**src/shared/scaler_mode_pkg.sv**
```systemverilog
// Constants for the overlay window one scaling and edge-enhancement mode control.
// Assumes one 50 MHz system clock and an APB master with 32-bit data.
package scaler_mode_pkg;

    // ****************************************************************
    // Bus layout
    // ****************************************************************
    localparam int ADDR_W = 12;
    localparam int DATA_W = 32;
    localparam int MODE_W = 16;
    localparam logic [ADDR_W-1:0] MODE_OFFSET = 12'h260;
    localparam logic [ADDR_W-1:0] STATUS_OFFSET = 12'h264;

    // ****************************************************************
    // Mode register fields
    // ****************************************************************
    localparam logic [MODE_W-1:0] MODE_RESET = 16'h0000;
    localparam logic [MODE_W-1:0] MODE_WMASK = 16'h87AA;
    localparam int HFILT_BIT = 1;
    localparam int HSCALE_BIT = 3;
    localparam int VFILT_BIT = 5;
    localparam int VSCALE_BIT = 7;
    localparam int STRENGTH_LSB = 8;
    localparam int STRENGTH_W = 3;
    localparam int ENHANCE_BIT = 15;

    // ****************************************************************
    // Status register fields (read only)
    // ****************************************************************
    localparam int ST_HSCALE_BIT = 0;
    localparam int ST_HINTERP_BIT = 1;
    localparam int ST_VSCALE_BIT = 2;
    localparam int ST_VINTERP_BIT = 3;
    localparam int ST_ENHANCE_BIT = 4;
    localparam int ST_CONFLICT_BIT = 5;
    localparam int ST_STRENGTH_LSB = 8;

    typedef enum logic [1:0] {
        FILT_REPLICATE = 2'h0,
        FILT_INTERP = 2'h1
    } filter_mode_t;

endpackage

```
**src/shared/scale_mode_if.sv**
```systemverilog
// Carrier between the mode register and its decoder.
// Assumes both ends share the system clock.
`timescale 1ns/1ps
`default_nettype none
interface scale_mode_if;
    logic [scaler_mode_pkg::MODE_W-1:0] mode;
    logic transparency_on;
    logic hscale_en;
    logic vscale_en;
    scaler_mode_pkg::filter_mode_t hfilter;
    scaler_mode_pkg::filter_mode_t vfilter;
    logic enhance_en;
    logic [scaler_mode_pkg::STRENGTH_W-1:0] strength;
    logic filter_conflict;

    modport owner (
        output mode,
        output transparency_on,
        input hscale_en,
        input vscale_en,
        input hfilter,
        input vfilter,
        input enhance_en,
        input strength,
        input filter_conflict
    );
    modport decoder (
        input mode,
        input transparency_on,
        output hscale_en,
        output vscale_en,
        output hfilter,
        output vfilter,
        output enhance_en,
        output strength,
        output filter_conflict
    );
endinterface
`default_nettype wire

```
**src/design/scale_mode_decode.sv**
```systemverilog
// Field decoder for the overlay window one scaling mode word.
// Assumes the word is already registered; purely combinational.
`timescale 1ns/1ps
`default_nettype none
module scale_mode_decode (
    // Mode word in, decoded controls out
    scale_mode_if.decoder mif
);
    always_comb begin
        mif.hscale_en = mif.mode[scaler_mode_pkg::HSCALE_BIT];
        mif.vscale_en = mif.mode[scaler_mode_pkg::VSCALE_BIT];
        mif.hfilter = mif.mode[scaler_mode_pkg::HFILT_BIT] ?
            scaler_mode_pkg::FILT_INTERP : scaler_mode_pkg::FILT_REPLICATE;
        mif.vfilter = mif.mode[scaler_mode_pkg::VFILT_BIT] ?
            scaler_mode_pkg::FILT_INTERP : scaler_mode_pkg::FILT_REPLICATE;
        mif.enhance_en = mif.mode[scaler_mode_pkg::ENHANCE_BIT];
        // Strength is forced to zero while enhancement is off, so the
        // datapath never sees a stale strength
        if (mif.mode[scaler_mode_pkg::ENHANCE_BIT]) begin
            mif.strength = mif.mode[scaler_mode_pkg::STRENGTH_LSB +:
                scaler_mode_pkg::STRENGTH_W];
        end else begin
            mif.strength = '0;
        end
        // Flags an interpolating filter under transparency; hardware obeys
        // the register anyway, software is expected to avoid this
        mif.filter_conflict = mif.transparency_on &
            (mif.mode[scaler_mode_pkg::HFILT_BIT] |
             mif.mode[scaler_mode_pkg::VFILT_BIT]);
    end
endmodule
`default_nettype wire

```
**src/design/overlay_scaler_mode_control.sv**
```systemverilog
// Scaling and edge-enhancement mode control for overlay window one.
// Assumes an APB master on clk; transparency_on comes from logic on clk.
//
// The implementer's own choice: the APB register port.
`timescale 1ns/1ps
`default_nettype none
module overlay_scaler_mode_control (
    // Clock and reset
    input wire logic clk,
    input wire logic sys_rst,
    // APB slave
    input wire logic psel,
    input wire logic penable,
    input wire logic pwrite,
    input wire logic [scaler_mode_pkg::ADDR_W-1:0] paddr,
    input wire logic [scaler_mode_pkg::DATA_W-1:0] pwdata,
    input wire logic [3:0] pstrb,
    output logic [scaler_mode_pkg::DATA_W-1:0] prdata,
    output logic pready,
    output logic pslverr,
    // Window one transparency state
    input wire logic transparency_on,
    // Scaler datapath controls
    output logic hscale_en,
    output logic hfilter_interp,
    output logic vscale_en,
    output logic vfilter_interp,
    output logic enhance_en,
    output logic [scaler_mode_pkg::STRENGTH_W-1:0] enhance_strength,
    output logic filter_conflict
);

    // ****************************************************************
    // Bus decode
    // ****************************************************************
    logic setup;
    logic access;
    logic hit_mode;
    logic hit_status;
    logic [scaler_mode_pkg::MODE_W-1:0] mode_reg;
    logic [scaler_mode_pkg::MODE_W-1:0] mode_next;
    logic [scaler_mode_pkg::MODE_W-1:0] lane_mask;
    logic [scaler_mode_pkg::DATA_W-1:0] status_word;
    logic pready_reg;
    logic pslverr_reg;
    logic [scaler_mode_pkg::DATA_W-1:0] prdata_reg;
    scale_mode_if mif ();

    assign setup = psel & ~penable & ~pready_reg;
    assign access = psel & penable & pready_reg;
    assign hit_mode = (paddr == scaler_mode_pkg::MODE_OFFSET);
    assign hit_status = (paddr == scaler_mode_pkg::STATUS_OFFSET);
    assign lane_mask = {{8{pstrb[1]}}, {8{pstrb[0]}}} & scaler_mode_pkg::MODE_WMASK;
    assign mode_next = (mode_reg & ~lane_mask) |
        (pwdata[scaler_mode_pkg::MODE_W-1:0] & lane_mask);

    // ****************************************************************
    // Bus handshake: one wait-free access phase after each setup
    // ****************************************************************
    always_ff @(posedge clk or posedge sys_rst) begin
        if (sys_rst) begin
            pready_reg <= 1'b0;
            pslverr_reg <= 1'b0;
        end else begin
            pready_reg <= setup;
            // Unmapped addresses and writes to the status word fail
            pslverr_reg <= setup & ~(hit_mode | (hit_status & ~pwrite));
        end
    end

    always_ff @(posedge clk or posedge sys_rst) begin
        if (sys_rst) begin
            prdata_reg <= '0;
        end else if (setup) begin
            if (pwrite) begin
                prdata_reg <= '0;
            end else if (hit_mode) begin
                prdata_reg <= {{(scaler_mode_pkg::DATA_W - scaler_mode_pkg::MODE_W){1'b0}},
                    mode_reg};
            end else if (hit_status) begin
                prdata_reg <= status_word;
            end else begin
                prdata_reg <= '0;
            end
        end
    end

    // ****************************************************************
    // Mode register
    // ****************************************************************
    // Reserved bits are masked out so they always read back as zero
    always_ff @(posedge clk or posedge sys_rst) begin
        if (sys_rst) begin
            mode_reg <= scaler_mode_pkg::MODE_RESET;
        end else if (access & pwrite & hit_mode) begin
            mode_reg <= mode_next;
        end
    end

    assign mif.mode = mode_reg;
    assign mif.transparency_on = transparency_on;

    scale_mode_decode u_decode (
        .mif(mif.decoder)
    );

    always_comb begin
        status_word = '0;
        status_word[scaler_mode_pkg::ST_HSCALE_BIT] = hscale_en;
        status_word[scaler_mode_pkg::ST_HINTERP_BIT] = hfilter_interp;
        status_word[scaler_mode_pkg::ST_VSCALE_BIT] = vscale_en;
        status_word[scaler_mode_pkg::ST_VINTERP_BIT] = vfilter_interp;
        status_word[scaler_mode_pkg::ST_ENHANCE_BIT] = enhance_en;
        status_word[scaler_mode_pkg::ST_CONFLICT_BIT] = filter_conflict;
        status_word[scaler_mode_pkg::ST_STRENGTH_LSB +: scaler_mode_pkg::STRENGTH_W] =
            enhance_strength;
    end

    // ****************************************************************
    // Datapath controls, registered so they change one edge after a write
    // ****************************************************************
    always_ff @(posedge clk or posedge sys_rst) begin
        if (sys_rst) begin
            hscale_en <= 1'b0;
            hfilter_interp <= 1'b0;
            vscale_en <= 1'b0;
            vfilter_interp <= 1'b0;
            enhance_en <= 1'b0;
            enhance_strength <= '0;
            filter_conflict <= 1'b0;
        end else begin
            hscale_en <= mif.hscale_en;
            hfilter_interp <= (mif.hfilter == scaler_mode_pkg::FILT_INTERP);
            vscale_en <= mif.vscale_en;
            vfilter_interp <= (mif.vfilter == scaler_mode_pkg::FILT_INTERP);
            enhance_en <= mif.enhance_en;
            enhance_strength <= mif.strength;
            filter_conflict <= mif.filter_conflict;
        end
    end

    assign prdata = prdata_reg;
    assign pready = pready_reg;
    assign pslverr = pslverr_reg;

endmodule
`default_nettype wire

```
**config.mk**
```make
export PLATFORM = sky130hd
export DESIGN_NAME = overlay_scaler_mode_control
export DESIGN_NICKNAME = d
export VERILOG_FILES = /design/src/shared/scaler_mode_pkg.sv /design/src/shared/scale_mode_if.sv /design/src/design/scale_mode_decode.sv /design/src/design/overlay_scaler_mode_control.sv
export SDC_FILE = /design/constraint.sdc
export NUM_CORES = 1
export LEC_CHECK = 0
export ABC_AREA = 1
export BUFFER_PORTS_ARGS = -buffer_cell sky130_fd_sc_hd__buf_2
export CELL_PAD_IN_SITES_DETAIL_PLACEMENT = 0
export CELL_PAD_IN_SITES_GLOBAL_PLACEMENT = 1
export CORE_AREA = 2 2 77 79
export CTS_BUF_LIST = sky130_fd_sc_hd__clkbuf_16
export DETAILED_ROUTE_END_ITERATION = 16
export DIE_AREA = 0 0 79 81
export GPL_ROUTABILITY_DRIVEN = 1
export HOLD_SLACK_MARGIN = 0.06
export PLACE_DENSITY = 0.82
export SLEW_MARGIN = 20
export SYNTH_ARGS = -nofsm -noshare
export SYNTH_HDL_FRONTEND = slang
export SYNTH_SLANG_ARGS = --single-unit
```
**constraint.sdc**
```tcl
create_clock -name clk -period 1.6 [get_ports clk]
set_clock_uncertainty 0.1 [all_clocks]
set_input_delay 0.08 -clock clk [delete_from_list [all_inputs] [get_ports clk]]
set_output_delay 0.08 -clock clk [all_outputs]
set_load 0.01 [all_outputs]
```
==> impl_metrics.sql, run 1 <==
INSERT INTO impl_metrics (metric_group, metric, value, unit) VALUES
('layout', 'final_nets', '307', ''),
('routing', 'routed-via-count', '1313', ''),
('critical_path', 'worstPathRequired', '1.66', 'ns'),
('routing', 'routed_wire_length_per_instance', '10.0', 'um'),
('sta', 'fmax', '723', 'MHz'),
('layout', 'area_growth_syn_to_layout', '35.3', '%'),
('critical_path', 'critPathArrivalTime', '1.44', 'ns'),
('outcome', 'outcome', 'finished, final reports clean', ''),
('layout', 'most_common_library_cell_in_the_layout_ignoring_fill_and_taps', 'sky130_fd_sc_hd__nand2_1', ''),
('pwr', 'power_density_normalized_to_cell_area', '864', 'nW/um^2'),
('routing', 'drt_iter0_markers', '51', ''),
('synth', 'yosys_register_bits', '30', ''),
('layout', 'multi_input_area', '586', 'um^2'),
('pwr', 'static-leakage-power', '0.00123', 'uW'),
('sta', 'finalWorstPathRequiredPeriod', '1.38', 'ns'),
('critical_path', 'crit_path_start_kind', 'input port', ''),
('grt', 'gr_util_all_layers', '0.114', ''),
('sta', 'timing.final.crit_share', '0.864', ''),
('synth', 'synthesis.area_per_instance', '8.18', 'um^2'),
('grt', 'grt_antenna_before_repair', '0', ''),
('place', 'finalWeightedCongestion', '0.752', ''),
('pwr', 'peakVddDrop', '0.339', 'mV'),
('sta', 'final-setup-viol-count', '0', ''),
('critical_path', 'worst_setup_path_end_kind', 'flop', ''),
('synth', 'synth_top_family_by_area', 'simple AND/OR/NAND/NOR gates', ''),
('layout', 'fill_cell_count', '605', ''),
('synth', 'mux_share_of_post_synthesis_cell_area', '0', ''),
('layout', 'n_antenna_cell', '0', ''),
('clock_network', 'clk_pin_slew', '0.05', 'ns'),
('clock_network', 'clk-insertion-delay-late', '0.27', 'ns'),
('synth', 'synthSimpleGateAreaFrac', '0.332', ''),
('floorplan', 'initial_core_util', '0.265', ''),
('min_path', 'min_path_type', 'in -> reg', ''),
('layout', 'final_layout_size_suffix_gt1_frac', '0.256', ''),
('sta', 'timing_hold_violations_final', '0', ''),
('floorplan', 'fp-row-count', '28', ''),
('clock_network', 'h-tree-depth', '2', ''),
('clock_network', 'tritoncts', 'built', ''),
('floorplan', 'die-area', '6400', 'um^2'),
('sta', 'unrepaired_setup_endpoints_after_global_routing', 'false', ''),
('critical_path', 'cp_max_fo', '10', ''),
('routing', 'avgViaCountPerCell', '3.99', ''),
('synth', 'synth_seq_area_share', '0.499', ''),
('clock_network', 'cts-root-buf', 'sky130_fd_sc_hd__clkbuf_16', ''),
('floorplan', 'design.portCount', '97', ''),
('flow_run', 'timing.max_cap.violations', '0', ''),
('place', 'place.detailed.hpwl', '2600', 'um'),
('grt', 'grt_max_degree', '31', ''),
('synth', 'synth_fa_ha_area_frac', '0', ''),
('routing', 'drtPass1Iterations', '4', ''),
('floorplan', 'coreArea', '5680', 'um^2'),
('synth', 'synth_top_area_cell', 'sky130_fd_sc_hd__dfrtp_1', ''),
('floorplan', 'die_x', '79', 'um'),
('critical_path', 'worstSetupStartpoint', 'pwrite', ''),
('critical_path', 'crit_type', 'in -> reg', ''),
('layout', 'top_library_cells_by_usage_in_the_layout_fill_and_taps_aside', 'sky130_fd_sc_hd__nand2_1, sky130_fd_sc_hd__buf_2, sky130_fd_sc_hd__dfrtp_1, sky130_fd_sc_hd__conb_1, sky130_fd_sc_hd__inv_1', ''),
('clock_network', 'clock_path_buffers', '2', ''),
('clock_network', 'clock_sink_count', '30', ''),
('synth', 'synth.lib_cells_used.distinct', '14', ''),
('synth', 'post_synth_inst_count', '184', ''),
('synth', 'number_of_warnings_printed_during_yosys_synthesis', '0', ''),
('sta', 'setup_tns', '0', 'ns'),
('grt', 'grt_first_pass_wirelength', '5730', 'um'),
('min_path', 'min-delay-start', 'psel', ''),
('synth', 'largest_cells_by_area_after_synthesis', 'sky130_fd_sc_hd__dfrtp_1, sky130_fd_sc_hd__nand2_1, sky130_fd_sc_hd__buf_4, sky130_fd_sc_hd__nand4_1, sky130_fd_sc_hd__nand3_1', ''),
('clock_network', 'numCtsBuffers', '5', ''),
('routing', 'postRouteAntennaNets', '0', ''),
('place', 'io_buffer_count', '49', ''),
('routing', 'drt_drc_violations_left', '0', ''),
('clock_network', 'cts-resized-gates', '0', ''),
('sta', 'timing_max_transition_violations_final', '0', ''),
('critical_path', 'r2r-start', 'pready', ''),
('floorplan', 'die_height', '81', 'um'),
('sta', 'fin_hold_ws', '0.129', 'ns'),
('synth', 'post-synth-top-area-fraction', '0.499', ''),
('synth', 'synthXorXnorAreaFrac', '0', ''),
('synth', 'synth-compound-area-share', '0.00499', ''),
('grt', 'grt_pass1_vias', '1349', ''),
('layout', 'sequential_cell_area', '751', 'um^2'),
('synth', 'synth.cell_area', '1510', 'um^2'),
('routing', 'wirelength', '3300', 'um'),
('grt', 'grt_overflow_total', '0', '');
-- metal layers --
| metal | routed length, um | share of wire | GRT usage | vias up |
|---|---|---|---|---|
| met4 | 25 | 0.0076 | 0.0414 | 0 |
| met3 | 204 | 0.062 | 0.0267 | 2 |
| met5 | 0 | 0 | 0 | - |
| met2 | 1630 | 0.50 | 0.212 | 40 |
| met1 | 1430 | 0.43 | 0.128 | 597 |
| li1 | - | - | - | 674 |
-- worst max-delay path, stage by stage --
cell	delay, ns
sky130_fd_sc_hd__dlygate4sd3_1	0.52
sky130_fd_sc_hd__buf_2	0.13
sky130_fd_sc_hd__inv_1	0.09
sky130_fd_sc_hd__nor2_4	0.25
sky130_fd_sc_hd__nand4_1	0.21
sky130_fd_sc_hd__nand2_1	0.11
sky130_fd_sc_hd__nand2_1	0.05
-- path summary, 6_finish.rpt --
check	to	slack, ns	cells after the start
setup / recovery	flop	0.22	7
hold / removal	prdata[0]	0.13	4
setup reg to reg	flop	0.29	5
hold reg to reg	vscale_en	0.31	0
max in group asynchronous	prdata[15]	0.80	4
min in group asynchronous	asynchronous set/reset pin	0.32	4
-- synth_stat cells (all sizes together) --
| cell type | count |
|---|---|
| nand2 | 66 |
| buf | 23 |
| clkbuf | 1 |
| nor2 | 16 |
| nand3 | 15 |
| dfrtp | 30 |
| conb | 1 |
| nand4 | 13 |
| o21a | 1 |
| inv | 17 |
| nor3 | 1 |
-- stage by stage --
stage               utilization  setup slack (ns)  area (um^2)  instances  total power, uW
global route              0.359            0.0410         2040        329             1840
floorplan                     -             0.357         1580        204              881
global placement          0.312             0.300         1770        308              899
finish                    0.359             0.218         2040        329             1760
CTS                       0.359             0.218         2040        329             1790
detailed placement        0.312             0.284         1770        308              902
-- cell families (layout without fill, tap and decap cells) --
family / after synthesis / in the layout
flip-flops: 30 / 30
AO/OA/AOI/OAI: 1 / 1
buffers and inverters: 41 / 91
other: 1 / 21
AND/OR/NAND/NOR: 111 / 111
-- repair_timing --
| action | CTS | global route |
|---|---|---|
| endpoints found under the hold margin | 40 | 0 |
| hold buffers | 13 | 0 |
| setup buffers | 0 | 0 |
-- final cells by class --
type,instances,area share
clock buffer,5,0.0614
clock inverter,3,0.00614
inverter,17,0.0313
multi-input combinational,133,0.287
sequential,30,0.369
tap,75,0.0461
timing repair buffer,66,0.199
-- power by group --
part	internal (uW)	switching [uW]
Clock	559	290
Combinational	59.9	87.7
Sequential	763	1.31
Total	1380	379
Note: power is estimated with default switching activity, not from simulation.
==> run 2, diff against run 1 <==
MAX_ROUTING_LAYER = met4   (was unset)
==> impl_metrics.sql, run 2 (synthesized netlist as in run 1, its figures left out) <==
INSERT INTO impl_metrics (metric_group, metric, value, unit) VALUES
('outcome', 'outcome', 'finished, final reports clean', ''),
('place', 'finalWeightedCongestion', '0.762', ''),
('sta', 'timing_hold_violations_final', '0', ''),
('clock_network', 'postCtsSetupBuffers', '0', ''),
('clock_network', 'h-tree-depth', '2', ''),
('pwr', 'static-leakage-power', '0.00123', 'uW'),
('critical_path', 'worst_setup_path_end_kind', 'flop', ''),
('layout', 'n_antenna_cell', '0', ''),
('clock_network', 'tritoncts', 'built', ''),
('routing', 'wirelength', '3300', 'um'),
('sta', 'finalWorstPathRequiredPeriod', '1.38', 'ns'),
('routing', 'routed_wire_length_per_instance', '10.0', 'um'),
('grt', 'grt_first_pass_wirelength', '5730', 'um'),
('clock_network', 'clock_sink_count', '30', ''),
('place', 'io_buffer_count', '49', ''),
('critical_path', 'critPathArrivalTime', '1.44', 'ns'),
('critical_path', 'worst_reg2reg_path_depth', '5', ''),
('flow_run', 'timing.max_cap.violations', '0', ''),
('routing', 'postRouteAntennaNets', '0', ''),
('layout', 'final_nets', '307', ''),
('routing', 'avgViaCountPerCell', '3.98', ''),
('layout', 'area_growth_syn_to_layout', '35.3', '%'),
('grt', 'grt_max_degree', '31', ''),
('floorplan', 'coreArea', '5680', 'um^2'),
('pwr', 'peakVddDrop', '0.339', 'mV'),
('grt', 'grt_overflow_total', '0', ''),
('layout', 'final_layout_size_suffix_gt1_frac', '0.256', ''),
('grt', 'grt_antenna_before_repair', '0', ''),
('floorplan', 'initial_core_util', '0.265', ''),
('floorplan', 'die_height', '81', 'um'),
('floorplan', 'design.portCount', '97', ''),
('sta', 'fin_hold_ws', '0.129', 'ns'),
('clock_network', 'cts-root-buf', 'sky130_fd_sc_hd__clkbuf_16', ''),
('layout', 'top_library_cells_by_usage_in_the_layout_fill_and_taps_aside', 'sky130_fd_sc_hd__nand2_1, sky130_fd_sc_hd__buf_2, sky130_fd_sc_hd__dfrtp_1, sky130_fd_sc_hd__conb_1, sky130_fd_sc_hd__inv_1', ''),
('floorplan', 'fp-row-count', '28', ''),
('routing', 'drt_iter0_markers', '50', ''),
('critical_path', 'crit_type', 'in -> reg', ''),
('sta', 'unrepaired_setup_endpoints_after_global_routing', 'false', ''),
('grt', 'grt_pass1_vias', '1350', ''),
('sta', 'final-setup-viol-count', '0', ''),
('layout', 'instances_no_fill', '329', ''),
('min_path', 'holdPathStages', '4', ''),
('floorplan', 'die-area', '6400', 'um^2'),
('clock_network', 'clk_pin_slew', '0.05', 'ns'),
('floorplan', 'die_x', '79', 'um'),
('routing', 'drt_drc_violations_left', '0', ''),
('sta', 'setup_tns', '0', 'ns'),
('grt', 'gr_util_all_layers', '0.118', ''),
('critical_path', 'worstPathRequired', '1.66', 'ns'),
('layout', 'most_common_library_cell_in_the_layout_ignoring_fill_and_taps', 'sky130_fd_sc_hd__nand2_1', ''),
('place', 'place.detailed.hpwl', '2600', 'um'),
('sta', 'timing.final.crit_share', '0.864', ''),
('critical_path', 'cp_max_fo', '10', ''),
('place', 'dp.cells', '308', ''),
('pwr', 'power_density_normalized_to_cell_area', '865', 'nW/um^2'),
('routing', 'routed-via-count', '1311', ''),
('min_path', 'min_path_type', 'in -> reg', ''),
('clock_network', 'clk-insertion-delay-late', '0.27', 'ns'),
('clock_network', 'numCtsBuffers', '5', ''),
('clock_network', 'clock_path_buffers', '2', ''),
('sta', 'timing_max_transition_violations_final', '0', ''),
('routing', 'drtPass1Iterations', '4', ''),
('critical_path', 'crit_path_start_kind', 'input port', ''),
('sta', 'fmax', '724', 'MHz');
run 2: cell counts in the layout (fill, tap and decap cells not counted):
No cell type changed its count.
run 2: final timing paths:
kind	from	end	slack, ns
min	psel	prdata[0]	0.13
min in group asynchronous	sys_rst	asynchronous set/reset pin	0.32
max reg2reg	pready	flop	0.29
max in group asynchronous	sys_rst	prdata[15]	0.80
max	pwrite	flop	0.22
min reg2reg	flop	vscale_en	0.31
run 2: metrics by stage:
| stage | instance area (um^2) | power, uW | utilization | setup slack, ns |
|---|---|---|---|---|
| finish | 2040 | 1760 | 0.359 | 0.218 |
| global route | 2040 | 1840 | 0.359 | 0.0410 |
| CTS | 2040 | 1790 | 0.359 | 0.218 |
| detailed placement | 1770 | 902 | 0.312 | 0.284 |
| global placement | 1770 | 899 | 0.312 | 0.300 |
| floorplan | 1580 | 881 | - | 0.357 |
run 2: layer usage:
| layer | vias to the layer above | part of all wire | track usage |
|---|---|---|---|
| li1 | 674 | - | - |
| met1 | 597 | 0.43 | 0.128 |
| met2 | 40 | 0.50 | 0.212 |
| met3 | 0 | 0.062 | 0.0267 |
| met4 | 0 | 0 | 0.0414 |
| met5 | - | 0 | - |
run 2: layout make-up:
| type | instances | area, um^2 |
|---|---|---|
| tap | 75 | 93.8 |
| timing repair buffer | 66 | 405 |
| inverter | 17 | 63.8 |
| multi-input combinational | 133 | 586 |
| clock buffer | 5 | 125 |
| fill | 605 | 3640 |
| clock inverter | 3 | 12.5 |
| sequential | 30 | 751 |
run 2: where the power goes:
| group | leakage [uW] | total [uW] | switching (uW) | internal (uW) |
|---|---|---|---|---|
| sequential | 0.000418 | 765 | 1.31 | 763 |
| combinational | 0.000737 | 148 | 87.7 | 59.9 |
| clock | 0.0000724 | 849 | 290 | 559 |
| total | 0.00123 | 1760 | 379 | 1380 |
run 2: what timing repair did:
item | CTS | global route
hold buffers | 13 | 0
hold endpoints to repair | 40 | 0
setup endpoints to repair | 0 | 0
gates resized for setup | 0 | 0
run 2: critical path, cell delays in order:
cell and delay [ns]:
sky130_fd_sc_hd__dlygate4sd3_1 0.52, sky130_fd_sc_hd__buf_2 0.13, sky130_fd_sc_hd__inv_1 0.09, sky130_fd_sc_hd__nor2_4 0.25, sky130_fd_sc_hd__nand4_1 0.21, sky130_fd_sc_hd__nand2_1 0.11, sky130_fd_sc_hd__nand2_1 0.05
==> run 3, diff against run 2 <==
--- a/config.mk
+++ b/config.mk
@@ -9,2 +9,3 @@
 export BUFFER_PORTS_ARGS = -buffer_cell sky130_fd_sc_hd__buf_2
+export CAP_MARGIN = 30
 export CELL_PAD_IN_SITES_DETAIL_PLACEMENT = 0
==> constraint.sdc (replaced) <==
create_clock -name clk -period 1.6 [get_ports clk]
set_clock_uncertainty 0.1 [all_clocks]
set_input_delay 0.16 -clock clk [delete_from_list [all_inputs] [get_ports clk]]
set_output_delay 0.16 -clock clk [all_outputs]
set_load 0.01 [all_outputs]
==> impl_metrics.sql, run 3 (synthesized netlist as in run 1, its figures left out) <==
INSERT INTO impl_metrics (metric_group, metric, value, unit) VALUES
('floorplan', 'die_height', '81', 'um'),
('pwr', 'static-leakage-power', '0.00121', 'uW'),
('outcome', 'outcome', 'finished, final reports clean', ''),
('critical_path', 'worstSetupStartpoint', 'pready', ''),
('clock_network', 'clk_pin_slew', '0.05', 'ns'),
('layout', 'n_antenna_cell', '0', ''),
('min_path', 'min-delay-start', 'pwrite', ''),
('floorplan', 'coreArea', '5680', 'um^2'),
('clock_network', 'clk-insertion-delay-late', '0.27', 'ns'),
('flow_run', 'timing.max_cap.violations', '0', ''),
('clock_network', 'clock_sink_count', '30', ''),
('floorplan', 'initial_core_util', '0.265', ''),
('clock_network', 'h-tree-depth', '2', ''),
('layout', 'area_growth_syn_to_layout', '33.6', '%'),
('pwr', 'peakVddDrop', '0.614', 'mV'),
('routing', 'postRouteAntennaNets', '0', ''),
('critical_path', 'crit_type', 'reg -> reg', ''),
('sta', 'setup_tns', '0', 'ns'),
('grt', 'grt_first_pass_wirelength', '5330', 'um'),
('clock_network', 'clock_path_buffers', '2', ''),
('floorplan', 'fp-row-count', '28', ''),
('grt', 'grt_pass1_vias', '1197', ''),
('routing', 'drtPass1Iterations', '4', ''),
('sta', 'timing_hold_violations_final', '0', ''),
('clock_network', 'cts-resized-gates', '0', ''),
('place', 'finalWeightedCongestion', '0.771', ''),
('sta', 'final-setup-viol-count', '0', ''),
('grt', 'grt_overflow_total', '0', ''),
('routing', 'routed_wire_length_per_instance', '10.1', 'um'),
('grt', 'gr_util_all_layers', '0.111', ''),
('grt', 'grt_antenna_before_repair', '0', ''),
('floorplan', 'die_x', '79', 'um'),
('grt', 'grt_max_degree', '31', ''),
('layout', 'final_nets', '304', ''),
('routing', 'wirelength', '3300', 'um'),
('critical_path', 'crit_path_start_kind', 'flop', ''),
('sta', 'unrepaired_setup_endpoints_after_global_routing', 'false', ''),
('critical_path', 'worst_setup_path_end_kind', 'flop', ''),
('sta', 'postLayoutSetupSlackWorst', '0.273', 'ns'),
('place', 'io_buffer_count', '49', ''),
('min_path', 'min_path_type', 'in -> reg', ''),
('sta', 'timing.final.crit_share', '0.830', ''),
('sta', 'fin_hold_ws', '0.0867', 'ns'),
('routing', 'drt_iter0_markers', '31', ''),
('critical_path', 'critPathArrivalTime', '1.39', 'ns'),
('critical_path', 'worst_reg2reg_path_depth', '5', ''),
('pwr', 'total_power', '1770', 'uW'),
('clock_network', 'tritoncts', 'built', ''),
('routing', 'avgViaCountPerCell', '3.95', ''),
('sta', 'fmax', '753', 'MHz'),
('place', 'place.detailed.hpwl', '2570', 'um'),
('floorplan', 'design.portCount', '97', ''),
('min_path', 'holdPathStages', '3', ''),
('place', 'place_ws', '0.272', 'ns'),
('clock_network', 'numCtsBuffers', '5', ''),
('floorplan', 'die-area', '6400', 'um^2'),
('pwr', 'power_density_normalized_to_cell_area', '882', 'nW/um^2'),
('layout', 'most_common_library_cell_in_the_layout_ignoring_fill_and_taps', 'sky130_fd_sc_hd__nand2_1', ''),
('critical_path', 'r2r-start', 'pready', ''),
('layout', 'final_layout_size_suffix_gt1_frac', '0.263', ''),
('layout', 'top_library_cells_by_usage_in_the_layout_fill_and_taps_aside', 'sky130_fd_sc_hd__nand2_1, sky130_fd_sc_hd__buf_2, sky130_fd_sc_hd__dfrtp_1, sky130_fd_sc_hd__conb_1, sky130_fd_sc_hd__inv_1', ''),
('clock_network', 'cts-root-buf', 'sky130_fd_sc_hd__clkbuf_16', ''),
('place', 'postPlaceCellArea', '1770', 'um^2'),
('routing', 'drt_drc_violations_left', '0', ''),
('critical_path', 'worstPathRequired', '1.66', 'ns'),
('sta', 'finalWorstPathRequiredPeriod', '1.33', 'ns'),
('routing', 'routed-via-count', '1287', ''),
('critical_path', 'cp_max_fo', '10', ''),
('sta', 'timing_max_transition_violations_final', '0', ''),
('layout', 'final_cell_area', '2010', 'um^2');
[run 3: cell count changes in the layout (fill, tap and decap cells not counted), sizes merged]
cell	delta
dlygate4sd3	-3
inv	-1
clkinvlp	+1
[run 3: report_power, final]
group	internal (uW)	total (uW)	switching, uW
logic	55.1	143	87.5
clock network	565	867	303
registers	763	764	1.24
[run 3: critical path: stages (launching register included)]
cell	delay, ns
sky130_fd_sc_hd__dfrtp_1	0.35
sky130_fd_sc_hd__nand3_1	0.13
sky130_fd_sc_hd__nor2_4	0.25
sky130_fd_sc_hd__nand4_1	0.22
sky130_fd_sc_hd__nand2_1	0.12
sky130_fd_sc_hd__nand2_1	0.05
[run 3: layout make-up]
cell class / count / area [um^2]
inverters: 17 / 63.8
multi-input cells: 133 / 586
well taps: 75 / 93.8
fillers: 628 / 3660
clock inverters: 3 / 16.3
repair buffers: 63 / 375
flip-flops and latches: 30 / 751
clock buffers: 5 / 125
[run 3: per-stage QoR]
stage / utilization / std cells
5_1_grt: 0.354 / 326
6_report: 0.354 / 326
3_3_place_gp: 0.312 / 308
2_1_floorplan: - / 204
3_5_place_dp: 0.312 / 308
4_1_cts: 0.354 / 326
[run 3: worst paths after layout]
kind	to	slack [ns]
max	flop	0.27
min in group asynchronous	enhance_strength[0]	0.41
min reg2reg	hscale_en	0.31
max reg2reg	flop	0.27
max in group asynchronous	prdata[10]	0.71
min	pslverr	0.09
[run 3: repair_timing]
action                     CTS  global route
buffers inserted             0             0
hold endpoints to repair    39             0
setup endpoints to repair    0             0
hold buffers                10             0
[run 3: metal layers]
metal | routed length [um] | track usage | up-vias
met1 | 1460 | 0.125 | 572
met4 | 27 | 0.0362 | 0
met3 | 202 | 0.0322 | 2
met2 | 1610 | 0.192 | 41
li1 | - | - | 672
met5 | 0 | - | -
